`src/tmf_pkg.sv`:
```
`default_nettype none
package tmf_pkg;
  // Register indices; byte address is four times the index
  localparam int        REG_STEP       = 4;
  localparam int        IDX_CFG1       = 'h00;
  localparam int        IDX_CFG2       = 'h01;
  localparam int        IDX_CFG3       = 'h02;
  localparam int        IDX_EXT_REMOTE = 'h08;
  localparam int        IDX_EXT_LOCAL  = 'h09;
  localparam int        IDX_REMOTE2    = 'h0A;
  localparam int        IDX_REMOTE     = 'h0D;
  localparam int        IDX_LOCAL      = 'h0E;
  localparam int        ADDR_W         = 8;
  localparam logic [7:0] ADDR_CFG1       = 8'(IDX_CFG1 * REG_STEP);
  localparam logic [7:0] ADDR_CFG2       = 8'(IDX_CFG2 * REG_STEP);
  localparam logic [7:0] ADDR_CFG3       = 8'(IDX_CFG3 * REG_STEP);
  localparam logic [7:0] ADDR_EXT_REMOTE = 8'(IDX_EXT_REMOTE * REG_STEP);
  localparam logic [7:0] ADDR_EXT_LOCAL  = 8'(IDX_EXT_LOCAL * REG_STEP);
  localparam logic [7:0] ADDR_REMOTE2    = 8'(IDX_REMOTE2 * REG_STEP);
  localparam logic [7:0] ADDR_REMOTE     = 8'(IDX_REMOTE * REG_STEP);
  localparam logic [7:0] ADDR_LOCAL      = 8'(IDX_LOCAL * REG_STEP);
  // Field positions
  localparam int        CFG1_RANGE_BIT  = 7;
  localparam int        CFG2_DIODE2_BIT = 7;
  localparam int        CFG2_AVGOFF_BIT = 4;
  localparam int        CFG3_TH1_BIT    = 7;
  localparam int        CFG3_TH2_BIT    = 6;
  // Reset values
  localparam logic [7:0] CFG1_RST = 8'h00;
  localparam logic [7:0] CFG2_RST = 8'h00;
  localparam logic [7:0] CFG3_RST = 8'hC0;
  // Formatting and averaging
  localparam int        FRAC_W     = 2;
  localparam int        AVG_LOG2   = 4;
  localparam int        AVG_CNT    = 16;
  localparam int        EXT_OFFSET = 64;
  localparam int        BIN_MAX    = 127;
  localparam int        EXT_MAX    = 255;
  localparam int        STEP_LAST  = 3;
  localparam logic [1:0] RESP_OKAY  = 2'h0;
  localparam logic [1:0] RESP_SLVERR = 2'h2;
  typedef enum logic [2:0] {
    ST_START = 3'h1,
    ST_WAIT  = 3'h2,
    ST_CALC  = 3'h4
  } tmf_state_e;
  typedef enum logic [1:0] {
    CH_LOCAL   = 2'h0,
    CH_REMOTE1 = 2'h1,
    CH_REMOTE2 = 2'h2
  } tmf_chan_e;
  typedef enum logic [1:0] {
    BIAS_BASE = 2'h0,
    BIAS_N1   = 2'h1,
    BIAS_N2   = 2'h2
  } tmf_bias_e;
endpackage
`default_nettype wire

```
`src/tmf_temperature_measure_format.sv`:
```
`timescale 1ns/1ps
`default_nettype none
module tmf_temperature_measure_format #(
  parameter int ADC_W      = 16,
  parameter int TQ_W       = 12,
  parameter int DV1_GAIN   = 2,
  parameter int DV2_GAIN   = 1,
  parameter int CALC_SHIFT = 0
) (
  // Clock and reset
  input  wire logic              clk,
  input  wire logic              rst,
  // AXI4-Lite write
  input  wire logic              awvalid,
  output logic                   awready,
  input  wire logic [tmf_pkg::ADDR_W-1:0] awaddr,
  input  wire logic              wvalid,
  output logic                   wready,
  input  wire logic [31:0]       wdata,
  input  wire logic [3:0]        wstrb,
  output logic                   bvalid,
  input  wire logic              bready,
  output logic [1:0]             bresp,
  // AXI4-Lite read
  input  wire logic              arvalid,
  output logic                   arready,
  input  wire logic [tmf_pkg::ADDR_W-1:0] araddr,
  output logic                   rvalid,
  input  wire logic              rready,
  output logic [31:0]            rdata,
  output logic [1:0]             rresp,
  // Analog front end
  output logic                   adcStart,
  output logic [1:0]             biasSel,
  output logic [1:0]             chanSel,
  output logic                   secondDiodeMode,
  output logic                   analogInFirstThermistor,
  output logic                   analogInSecondThermistor,
  input  wire logic              adcDone,
  input  wire logic [ADC_W-1:0]  adcData
);
  import tmf_pkg::*;

  localparam int ACC_W = TQ_W + AVG_LOG2;

  if (ADC_W < 8 || ADC_W > 24 || TQ_W < 10 || TQ_W > 16) begin : gBadParam
    $error("tmf: ADC_W or TQ_W out of supported range");
  end

  typedef struct packed {
    tmf_state_e                st;
    logic [1:0]                step;
    tmf_chan_e                 ch;
    tmf_bias_e                 bias;
    logic                      adcStart;
    logic [3:0][ADC_W-1:0]     smp;
    logic [2:0][ACC_W-1:0]     acc;
    logic [2:0][AVG_LOG2-1:0]  cnt;
    logic [7:0]                cfg1;
    logic [7:0]                cfg2;
    logic [7:0]                cfg3;
    logic [7:0]                remTemp;
    logic [7:0]                locTemp;
    logic [7:0]                rem2Temp;
    logic [1:0]                remFrac;
    logic [1:0]                locFrac;
    logic                      awHeld;
    logic [ADDR_W-1:0]         awAddr;
    logic                      wHeld;
    logic [7:0]                wByte;
    logic                      wLane;
    logic                      bvalid;
    logic [1:0]                bresp;
    logic                      rvalid;
    logic [31:0]               rdata;
    logic [1:0]                rresp;
  } tmf_regs_s;

  tmf_regs_s s_q;
  tmf_regs_s s_d;

  // Byte code in [9:2], fraction in [1:0]
  function automatic logic [9:0] fmtTemp(input logic signed [TQ_W-1:0] tq, input logic ext);
    logic signed [TQ_W-1:0] ti;
    logic signed [TQ_W-1:0] v;
    logic [9:0]             r;
    ti = tq >>> FRAC_W;
    v  = ti + TQ_W'(EXT_OFFSET);
    r  = {8'h00, tq[FRAC_W-1:0]};
    if (ext) begin
      if (v < 0) begin
        r = 10'h000;
      end else if (v > EXT_MAX) begin
        r = {8'(EXT_MAX), 2'h0};
      end else begin
        r = {v[7:0], tq[FRAC_W-1:0]};
      end
    end else begin
      if (tq <= 0) begin
        r = 10'h000;
      end else if (ti > BIN_MAX) begin
        r = {8'(BIN_MAX), 2'h0};
      end else begin
        r = {ti[7:0], tq[FRAC_W-1:0]};
      end
    end
    return r;
  endfunction

  function automatic logic [31:0] readReg(input tmf_regs_s s, input logic [ADDR_W-1:0] a);
    logic [31:0] d;
    d = 32'h0000_0000;
    case (a)
      ADDR_CFG1:       d[7:0] = s.cfg1;
      ADDR_CFG2:       d[7:0] = s.cfg2;
      ADDR_CFG3:       d[7:0] = s.cfg3;
      ADDR_EXT_REMOTE: d[1:0] = s.remFrac;
      ADDR_EXT_LOCAL:  d[1:0] = s.locFrac;
      ADDR_REMOTE2:    d[7:0] = s.rem2Temp;
      ADDR_REMOTE:     d[7:0] = s.remTemp;
      ADDR_LOCAL:      d[7:0] = s.locTemp;
      default:         d = 32'h0000_0000;
    endcase
    return d;
  endfunction

  function automatic logic isMapped(input logic [ADDR_W-1:0] a);
    return a == ADDR_CFG1 || a == ADDR_CFG2 || a == ADDR_CFG3 || a == ADDR_EXT_REMOTE
        || a == ADDR_EXT_LOCAL || a == ADDR_REMOTE2 || a == ADDR_REMOTE || a == ADDR_LOCAL;
  endfunction

  logic                    diode2En;
  logic                    avgOff;
  logic                    extRange;
  logic signed [ADC_W:0]   dv1;
  logic signed [ADC_W:0]   dv2;
  logic signed [31:0]      prod;
  logic signed [TQ_W-1:0]  tq;
  logic signed [ACC_W-1:0] accNew;
  logic signed [TQ_W-1:0]  avg;
  logic signed [TQ_W-1:0]  res;
  logic [9:0]              fmt;

  assign diode2En = s_q.cfg2[CFG2_DIODE2_BIT];
  assign avgOff   = s_q.cfg2[CFG2_AVGOFF_BIT];
  assign extRange = s_q.cfg1[CFG1_RANGE_BIT];

  // Two differences from the four bias samples
  assign dv1 = $signed({s_q.smp[1][ADC_W-1], s_q.smp[1]})
             - $signed({s_q.smp[0][ADC_W-1], s_q.smp[0]});
  assign dv2 = $signed({s_q.smp[3][ADC_W-1], s_q.smp[3]})
             - $signed({s_q.smp[2][ADC_W-1], s_q.smp[2]});
  // Weights chosen so the IR drop term of the two steps subtracts out
  assign prod   = 32'(dv1) * DV1_GAIN - 32'(dv2) * DV2_GAIN;
  assign tq     = TQ_W'(prod >>> CALC_SHIFT);
  assign accNew = $signed(s_q.acc[s_q.ch]) + ACC_W'(tq);
  assign avg    = TQ_W'(accNew >>> AVG_LOG2);
  assign res    = avgOff ? tq : avg;
  assign fmt    = fmtTemp(res, extRange);

  always_comb begin
    s_d = s_q;
    s_d.adcStart = 1'b0;
    // Measurement sequencer, same for every channel
    case (s_q.st)
      ST_START: begin
        s_d.adcStart = 1'b1;
        s_d.st       = ST_WAIT;
      end
      ST_WAIT: begin
        if (adcDone) begin
          s_d.smp[s_q.step] = adcData;
          if (s_q.step == 2'(STEP_LAST)) begin
            s_d.st = ST_CALC;
          end else begin
            s_d.step = s_q.step + 2'h1;
            s_d.st   = ST_START;
            // Base, N1, base, N2
            s_d.bias = s_q.step[0] ? (s_q.step[1] ? BIAS_BASE : BIAS_N2) : BIAS_N1;
            if (s_q.step == 2'h1) begin
              s_d.bias = BIAS_BASE;
            end
            if (s_q.step == 2'h2) begin
              s_d.bias = BIAS_N2;
            end
          end
        end
      end
      ST_CALC: begin
        if (avgOff || s_q.cnt[s_q.ch] == AVG_LOG2'(AVG_CNT - 1)) begin
          s_d.acc[s_q.ch] = '0;
          s_d.cnt[s_q.ch] = '0;
          case (s_q.ch)
            CH_LOCAL: begin
              s_d.locTemp = fmt[9:2];
              s_d.locFrac = fmt[1:0];
            end
            CH_REMOTE1: begin
              s_d.remTemp = fmt[9:2];
              s_d.remFrac = fmt[1:0];
            end
            default: s_d.rem2Temp = fmt[9:2];
          endcase
        end else begin
          s_d.acc[s_q.ch] = ACC_W'(accNew);
          s_d.cnt[s_q.ch] = s_q.cnt[s_q.ch] + AVG_LOG2'(1);
        end
        // Local and remote one always; remote two only when enabled
        case (s_q.ch)
          CH_LOCAL:   s_d.ch = CH_REMOTE1;
          CH_REMOTE1: s_d.ch = diode2En ? CH_REMOTE2 : CH_LOCAL;
          default:    s_d.ch = CH_LOCAL;
        endcase
        s_d.step = 2'h0;
        s_d.bias = BIAS_BASE;
        s_d.st   = ST_START;
      end
      default: s_d.st = ST_START;
    endcase

    // Write channel: address and data taken in either order
    if (awvalid && awready) begin
      s_d.awHeld = 1'b1;
      s_d.awAddr = awaddr;
    end
    if (wvalid && wready) begin
      s_d.wHeld = 1'b1;
      s_d.wByte = wdata[7:0];
      s_d.wLane = wstrb[0];
    end
    if (s_q.awHeld && s_q.wHeld) begin
      s_d.awHeld = 1'b0;
      s_d.wHeld  = 1'b0;
      s_d.bvalid = 1'b1;
      s_d.bresp  = isMapped(s_q.awAddr) ? RESP_OKAY : RESP_SLVERR;
      if (s_q.wLane) begin
        case (s_q.awAddr)
          ADDR_CFG1: s_d.cfg1 = s_q.wByte;
          ADDR_CFG2: s_d.cfg2 = s_q.wByte;
          ADDR_CFG3: s_d.cfg3 = s_q.wByte;
          default:   s_d.cfg1 = s_d.cfg1;
        endcase
      end
    end
    if (s_q.bvalid && bready) begin
      s_d.bvalid = 1'b0;
    end
    // Read channel
    if (arvalid && arready) begin
      s_d.rvalid = 1'b1;
      s_d.rdata  = readReg(s_q, araddr);
      s_d.rresp  = isMapped(araddr) ? RESP_OKAY : RESP_SLVERR;
    end
    if (s_q.rvalid && rready) begin
      s_d.rvalid = 1'b0;
    end
  end

  always_ff @(posedge clk) begin
    if (rst) begin
      s_q      <= '0;
      s_q.st   <= ST_START;
      s_q.ch   <= CH_LOCAL;
      s_q.bias <= BIAS_BASE;
      s_q.cfg1 <= CFG1_RST;
      s_q.cfg2 <= CFG2_RST;
      s_q.cfg3 <= CFG3_RST;
    end else begin
      s_q <= s_d;
    end
  end

  assign awready = !s_q.awHeld && !s_q.bvalid;
  assign wready  = !s_q.wHeld && !s_q.bvalid;
  assign bvalid  = s_q.bvalid;
  assign bresp   = s_q.bresp;
  assign arready = !s_q.rvalid;
  assign rvalid  = s_q.rvalid;
  assign rdata   = s_q.rdata;
  assign rresp   = s_q.rresp;

  assign adcStart        = s_q.adcStart;
  assign biasSel         = s_q.bias;
  assign chanSel         = s_q.ch;
  assign secondDiodeMode = diode2En;
  // Diode mode takes both inputs; otherwise each thermistor bit acts alone
  assign analogInFirstThermistor  = !diode2En && s_q.cfg3[CFG3_TH1_BIT];
  assign analogInSecondThermistor = !diode2En && s_q.cfg3[CFG3_TH2_BIT];
endmodule
`default_nettype wire

```
`config.mk`:
```
export PLATFORM = sky130hd
export DESIGN_NAME = tmf_temperature_measure_format
export DESIGN_NICKNAME = d
export VERILOG_FILES = /design/src/tmf_pkg.sv /design/src/tmf_temperature_measure_format.sv
export SDC_FILE = /design/constraint.sdc
export NUM_CORES = 1
export LEC_CHECK = 0
export ABC_AREA = 1
export BUFFER_PORTS_ARGS = -buffer_cell sky130_fd_sc_hd__buf_4
export CORE_UTILIZATION = 30
export CTS_CLUSTER_SIZE = 25
export DETAILED_ROUTE_END_ITERATION = 10
export PLACE_DENSITY = 0.53
export SYNTH_ARGS = -nofsm -noshare
export SYNTH_HDL_FRONTEND = slang
export SYNTH_SLANG_ARGS = --single-unit
```
`constraint.sdc`:
```
create_clock -name clk -period 13.6 [get_ports clk]
set_input_delay 0.68 -clock clk [delete_from_list [all_inputs] [get_ports clk]]
set_output_delay 0.68 -clock clk [all_outputs]
set_load 0.005 [all_outputs]
```
======== Yosys cells after proc, flatten, opt, wreduce, memory -nomap -nowiden ========
Cells that the tools add are included.
operators by class
  equal/unequal tests ..................... 24
  $mul .................................... 0
  order comparisons ....................... 8
  $add $sub $neg .......................... 7
  bitwise logic cells ..................... 5
  reduce and logical (&&, ||, !) cells .... 48
  mux-type cells .......................... 39
  shift-type cells ........................ 0
  div/mod/pow operators ................... 0
operator list
  operator                                                                            count
  8-bit by 6-bit equality test with 1-bit output (second input constant)              10
  64-bit bitwise mux                                                                  1
  16-bit demux with 2-bit select                                                      2
  60-bit 2-to-1 mux                                                                   1
  10-bit 2-to-1 mux                                                                   5
  48-bit bitwise AND                                                                  1
  48-bit bitwise mux                                                                  1
  16-bit 2-to-1 mux                                                                   3
  48-bit NOT                                                                          1
  6-bit case mux with 6 select lines                                                  1
  16-bit binary-select mux with 2-bit select                                          1
  12-bit subtractor                                                                   2
  3-bit AND reduction                                                                 7
  2-bit 2-to-1 mux                                                                    10
  16-bit by 12-bit adder with 16-bit output                                           1
  8-bit by 3-bit equality test with 1-bit output (second input constant)              2
  8-bit by 4-bit equality test with 1-bit output (second input constant)              2
  8-bit zero test                                                                     2
  2-bit case mux with 8 select lines                                                  1
  1-bit logical OR                                                                    15
  12-bit bitwise AND                                                                  1
  12-bit bitwise mux                                                                  1
  12-bit by 1-bit less-or-equal comparator with 1-bit output (second input constant)  1
  1-bit logical AND                                                                   12
  32 further kinds                                                                    47
word-level totals
  memories kept ........................... 0
  bits in read-only memories .............. 0
  register bits ........................... 219
  output and inout bits ................... 49
  input bits .............................. 76
  bits in writable memories ............... 0
  logic and storage cells ................. 164
  bits in latches ......................... 0

======== Logic depth before layout (Yosys ltp) ========
Gate-level depths: netlist (run 1).
  depth in word-level cells ............... 9
  mapped depth ............................ 44
  depth with buffers taken out ............ 44

======== Worst setup path after synthesis (run 1) ========
No wires, ideal clock.
  path type ............................... flip-flop to flip-flop
  from .................................... register s_q[171] (netlist name)
  to ...................................... register s_q[57] (netlist name)
  cell stages (with the launch flop) ...... 41
  setup slack ............................. 7745 ps
  clock period less this slack ............ 5855 ps
  data required time ...................... 13471 ps
  setup time .............................. 129 ps
  path buffers ............................ 0
  data arrival time ....................... 5726 ps
  cells stage by stage .................... dfxtp_1 -> inv_1 -> ha_1 -> a21oi_1 -> o21ai_0 -> a21oi_1 -> inv_1 -> a21oi_1 -> nor2_1 -> nor2_1 -> inv_1 -> a21oi_1 -> o21ai_0 -> a21oi_1 -> xor2_1 -> fa_1 -> inv_1 -> ha_1 -> (+5 left out) -> nand2_2 -> ha_1 -> a21oi_1 -> a21boi_0 -> o211ai_1 -> or2_2 -> nand3_1 -> nand2_1 -> inv_1 -> ha_1 -> nor2_1 -> nand3_1 -> nor2_2 -> a21oi_4 -> nand2_1 -> nand2_1 -> nand2_1 -> a21oi_1
between the ends
  cells in the longest elaborated chain, start to end .. 9
  elaborated cells between the ends (all ways) .. 14
  those cells by class .................... add/sub: 4; order compare: 4; mux: 6
ends and longest elaborated chain
  element                                                    line                                   text
  from (decl)                                                tmf_temperature_measure_format.sv:79   tmf_regs_s s_q;
  11-bit subtractor (*)                                      tmf_temperature_measure_format.sv:150  - $signed({s_q.smp[0][ADC_W-1], s_q.smp[0]});
  12-bit subtractor (*)                                      tmf_temperature_measure_format.sv:154  assign prod = 32'(dv1) * DV1_GAIN - 32'(dv2) * DV2_GAIN;
  16-bit by 12-bit adder with 16-bit output                  tmf_temperature_measure_format.sv:156  assign accNew = $signed(s_q.acc[s_q.ch]) + ACC_W'(tq);
  12-bit 2-to-1 mux (*)                                      tmf_temperature_measure_format.sv:158  assign res = avgOff ? tq : avg;
  10-bit by 8-bit adder with 11-bit output                   tmf_temperature_measure_format.sv:88   v = ti + TQ_W'(EXT_OFFSET);
  11-bit by 9-bit greater-than comparator with 1-bit output  tmf_temperature_measure_format.sv:93   end else if (v > EXT_MAX) begin
  10-bit 2-to-1 mux                                          tmf_temperature_measure_format.sv:93
  10-bit 2-to-1 mux                                          tmf_temperature_measure_format.sv:91   if (v < 0) begin
  10-bit 2-to-1 mux (*)                                      tmf_temperature_measure_format.sv:90   if (ext) begin
Mark *: on every way between the ends. The rest lies on a longest branch, timed or not.
A chain may end at the register's enable or synchronous reset.

======== Final worst setup path (run 1) ========
  from .................................... register s_q[171] (netlist name)
  to ...................................... register s_q[78] (netlist name)
Same word-level chain as after synthesis.

==> impl_metrics.toml, run 1 <==
[drt]
via_per_inst = 4.82
drtIter0Drc = 620
ant_nets = 0
drc = 0
num_vias = 10179
wl_per_cell_um = 14.3
totalWireLength_um = 30200
drt_pass1_iterations = 6

[timing]
relSlewSlack_pct = 30.3
tns_ns = 0
min_period_ns = 6.87
rsz0062_at_grt = "no"
setup_ws_ns = 6.73
period_share_pct = 50.5
max_freq_ghz = 0.146
hold_viol = 0
clock_skew_ns = 0.0152
maxSlewViolCount = 0
setup_viol = 0
worst_pin_slew_ns = 1.04

[pwr]
leakagePower_nw = 5.52
power.total_mw = 2.00
ir_drop_mv = 0.108
powerDensity_nw_per_um2 = 160

[clock_tree]
clockBufferDepth = 2
cts_resized = 0
cts_tree = "built"
h-tree-depth = 4
insertion_delay_ns = 0.46
clock-sinks = 199
cts_setup_buffers = 0
path_clk_slew_ns = 0.08
cts_buffers = 17
cts_hold_buf = 0
clockRootBuffer = "clkbuf_16"

[logic_synthesis]
synth_top_cell_by_area = "dfxtp_1"
ys_seq_area_share_pct = 35.6
async_reset_ff_share_pct = 0
ys_types = 50
syn_inst = 1611
yosys.area.top_type_share_pct = 35.6
synthFlopType = "dfxtp_1"
synth_seq_cells = 199
syn_area_um2 = 11200
synth.most_common_cell = "nand2_1"
ys_top_cells_by_area = "dfxtp_1, nand2_1, a21oi_1, inv_1, o21ai_0"
syn_area_per_cell_um2 = 6.94
ys_top_cells_by_count = "nand2_1, inv_1, dfxtp_1"
yosysWarnings = 0
synth-edff-count = 0

[finish]
diodes = 0
seq_area_um2 = 3980
syn_to_final_growth_pct = 11.8
drive_gt1_share_pct = 9.19
nets = 1762
multiInputGateArea_um2 = 5950
final_cell_area_um2 = 12500
fill_cells = 3948

[global_routing]
grt_pass1_vias = 9654
grt_pass1_wl_um = 49700
antenna_found_initial = 0
grt_max_degree = 81
grt.total_usage_pct = 16.3
overflow = 0

[critical_path]
cp_slowest_cell = "fa_1"
critPathMaxStageDelay_ns = 0.45
r2r-end = "s_q[78]"
required_ns = 13.96
path_delay_family = "compound AO/OA/AOI/OAI gates"
crit_arrival_ns = 7.23
end_kind = "register"
worst-path-buf-inv = 7
reg2reg_from = "s_q[171]"
path_class = "reg -> reg"
cp_max_fo = 9
r2r_slack_ns = 6.73
start_kind = "register"
worst_r2r_path_depth = 41

[worst_hold_path]
min_path_cells = 2
hold_end = "bvalid"
hold_start = "bready"
hold_path_class = "in -> reg"

[placed_design]
port_buffers = 67
gp_congestion = 0.841
post_dp_cell_area_um2 = 11900
pre_cts_slack_ns = 6.76
dp_hpwl_um = 21400

[die]
std_cell_rows = 70
core-area_um2 = 36600
initial_core_util_pct = 30.5
pin_count = 125
die_x_um = 195
die_h_um = 195
die_area_um2 = 38000

[flow_run]
drv_cap = 0

[outcome]
status = "finished, final reports clean"
area by class of cell:
class / instances / share of cell area, %
inverter: 214 / 6.43
sequential: 199 / 31.9
clock inverter: 14 / 1.28
multi-input combinational: 1121 / 47.7
clock buffer: 18 / 3.43
timing repair buffer: 77 / 4.63
tap: 468 / 4.69
sequential cells by signal, indices dropped and copies added, names as in the netlist, 2 cells and up:
register	flops
s_q	179
rdata	8
biasSel	2
chanSel	2
where the power goes:
part | switching [mW] | leakage (nW) | internal [mW] | total (mW)
sequential | 0.00618 | 1.61 | 0.593 | 0.599
clock | 0.260 | 0.283 | 0.261 | 0.522
combinational | 0.604 | 3.62 | 0.277 | 0.880
worst max path at each step:
stage                     depth (start not counted)     start       to  slack (ns)
final                                            41  s_q[171]  s_q[78]        6.73
after global routing                             41  s_q[171]  s_q[66]        6.08
after CTS                                        41  s_q[171]  s_q[78]        6.73
after detailed placement                         41  s_q[171]  s_q[78]        6.76
after global placement                           41  s_q[171]  s_q[78]        6.80
after floorplan                                  40  s_q[171]  s_q[57]        7.75
placed cells by master, fill, tap and decap left out, types with 26 or more instances in the layout:
cell type and count:
nand2_1 318, inv_1 207, dfxtp_1 199, a21oi_1 197
o21ai_0 137, nand3_1 128, nor2_1 109, buf_4 77
ha_1 43, conb_1 26
kinds of logic after synthesis:
| family | synth area share, % |
|---|---|
| xor+xnor | 1.49 |
| compound gates | 20.2 |
| buf+inv | 12.0 |
| other cells | 0.0335 |
| flops | 35.6 |
| simple gates | 23.4 |
| fa+ha+maj | 7.14 |
metrics by stage:
stage | std cells | util [%] | hold WS [ns]
finish | 2111 | 34.1 | 0.395
global route | 2111 | 34.1 | 0.387
CTS | 2111 | 34.1 | 0.370
detailed placement | 2079 | 32.5 | 0.453
global placement | 2079 | 32.5 | 0.438
floorplan | 1636 | - | 0.425
per-layer routing:
metal / GRT usage, % / wire [um]
met1: 21.9 / 15100
met2: 26.7 / 13800
met3: 2.37 / 840
met4: 5.19 / 444
met5: 0 / 0
Note: power is estimated with default switching activity, not from simulation.
==> inputs of run 2 (changes only) <==
==> constraint.sdc (replaced) <==
create_clock -name clk -period 6.53 [get_ports clk]
set_input_delay 0.3265 -clock clk [delete_from_list [all_inputs] [get_ports clk]]
set_output_delay 0.3265 -clock clk [all_outputs]
set_load 0.005 [all_outputs]
==> run 2 against run 1 <==
Against the previous run: first-iteration DRC count increased by 10%; worst hold slack got worse by 0.36 ns; highest routed layer unchanged; die area unchanged; combinational power increased by 130%.
==> impl_metrics.toml, run 2 (same netlist as run 1, synthesis figures left out) <==
[drt]
drc = 0
ant_nets = 0
wl_per_cell_um = 14.2
drtIter0Drc = 682
via_per_inst = 4.82
drt_pass1_iterations = 5
totalWireLength_um = 30200
num_vias = 10284

[worst_hold_path]
hold_path_class = "in -> reg"
hold_start = "bready"

[timing]
setup_viol = 0
clock_skew_ns = 0.0158
maxSlewViolCount = 0
min_period_ns = 6.00
period_share_pct = 91.8
max_freq_ghz = 0.167
hold_viol = 0
worst_pin_slew_ns = 0.980
tns_ns = 0
relSlewSlack_pct = 34.6
whs_ns = 0.0392

[critical_path]
critPathMaxStageDelay_ns = 0.55
worstSetupStartpoint = "s_q[170]"
cp_max_fo = 8
start_kind = "register"
cp_slowest_cell = "fa_1"
path_class = "reg -> reg"
crit_arrival_ns = 6.36
end_kind = "register"
reg2reg_from = "s_q[170]"
required_ns = 6.90

[global_routing]
grt_pass1_vias = 9683
antenna_found_initial = 0
grt_pass1_wl_um = 50100
overflow = 0
grt.total_usage_pct = 16.3
grt_max_degree = 92

[finish]
final_cell_mix = "nand2_1, inv_1, dfxtp_1"
fill_cells = 3974
top_register = "s_q"
layout_commonest_cell = "nand2_1"
drive_gt1_share_pct = 11.9
syn_to_final_growth_pct = 14.2
diodes = 0
largest_reg_flops = 179
nets = 1786

[placed_design]
gp_congestion = 0.853
dp_hpwl_um = 21800
port_buffers = 67

[clock_tree]
cts_buffers = 17
clockBufferDepth = 2
h-tree-depth = 4
clock-sinks = 199
clockRootBuffer = "clkbuf_16"
insertion_delay_ns = 0.46
cts_tree = "built"
cts_hold_buf = 0
path_clk_slew_ns = 0.08

[pwr]
p_switching_mw = 1.90
pwr-share-comb_pct = 46.9
leakagePower_nw = 5.64
internal_power_mw = 2.49
clockPowerShare_pct = 24.6
power.total_mw = 4.39
ir_drop_mv = 0.227
powerDensity_nw_per_um2 = 344
pwr-share-seq_pct = 28.4
p_sw_share_pct = 43.4

[die]
die_area_um2 = 38000
die_x_um = 195
std_cell_rows = 70
initial_core_util_pct = 30.5
die_h_um = 195
pin_count = 125
core-area_um2 = 36600

[flow_run]
drv_cap = 0

[outcome]
status = "finished, final reports clean"
[run 2: cell count changes in the layout (fill, tap and decap cells not counted), moves of 4 or more]
cell,change
buf_4,+23
nand2_1,-6
nand2_2,+6
a21oi_1,-5
a21oi_2,+5
inv_1,-4
inv_2,+4
[run 2: what timing repair did]
item                       CTS  global route
buffers inserted             0             5
setup endpoints to repair    0            28
gates resized for setup      0            31
[run 2: path summary, 6_finish.rpt]
path | cells after the start | to | slack (ns)
setup / recovery | 44 | s_q[72] | 0.53
setup reg to reg | 44 | s_q[72] | 0.53
hold / removal | 2 | bvalid | 0.04
hold reg to reg | 2 | s_q[87] | 0.45
[run 2: worst max-delay path: cells and delay by family (launching register included)]
kind | cells | cell delay [ns]
fa+ha+maj | 5 | 1.67
simple gates | 20 | 1.75
flops | 1 | 0.35
xor+xnor | 1 | 0.14
compound gates | 9 | 1.40
buf+inv | 9 | 0.61
[run 2: per-stage QoR]
stage	cells	worst slack [ns]	util (%)	cell area [um2]
after floorplan	1636	0.675	-	11300
after global placement	2098	0.223	32.9	12000
after detailed placement	2098	0.154	32.9	12000
after CTS	2130	0.127	34.5	12600
after global routing	2135	-0.0321	34.9	12800
final	2135	0.534	34.9	12800
[run 2: final cells by class]
type / instances / area (um2) / area share [%]
clock buffer: 18 / 429 / 3.36
clock inverter: 14 / 171 / 1.34
inverter: 214 / 803 / 6.29
multi-input combinational: 1121 / 6040 / 47.3
sequential: 199 / 3990 / 31.2
tap: 468 / 586 / 4.58
timing repair buffer: 101 / 762 / 5.97
[run 2: power groups by stage]
stage	Clock [mW]	Sequential (mW)	Combinational [mW]
4_1_cts	1.11	1.25	1.94
3_3_place_gp	0	1.28	1.91
5_1_grt	1.16	1.25	2.33
3_5_place_dp	0	1.28	1.93
2_1_floorplan	0	1.27	1.38
6_report	1.08	1.25	2.06
[run 2: metal layers]
layer	GRT usage (%)	share of wire, %	vias up	wire, um
li1	-	-	5331	-
met1	22.5	50	4762	15100
met2	26.5	46	171	13800
met3	2.56	3.4	20	1010
met4	4.08	1.1	0	329
met5	0	0	-	0
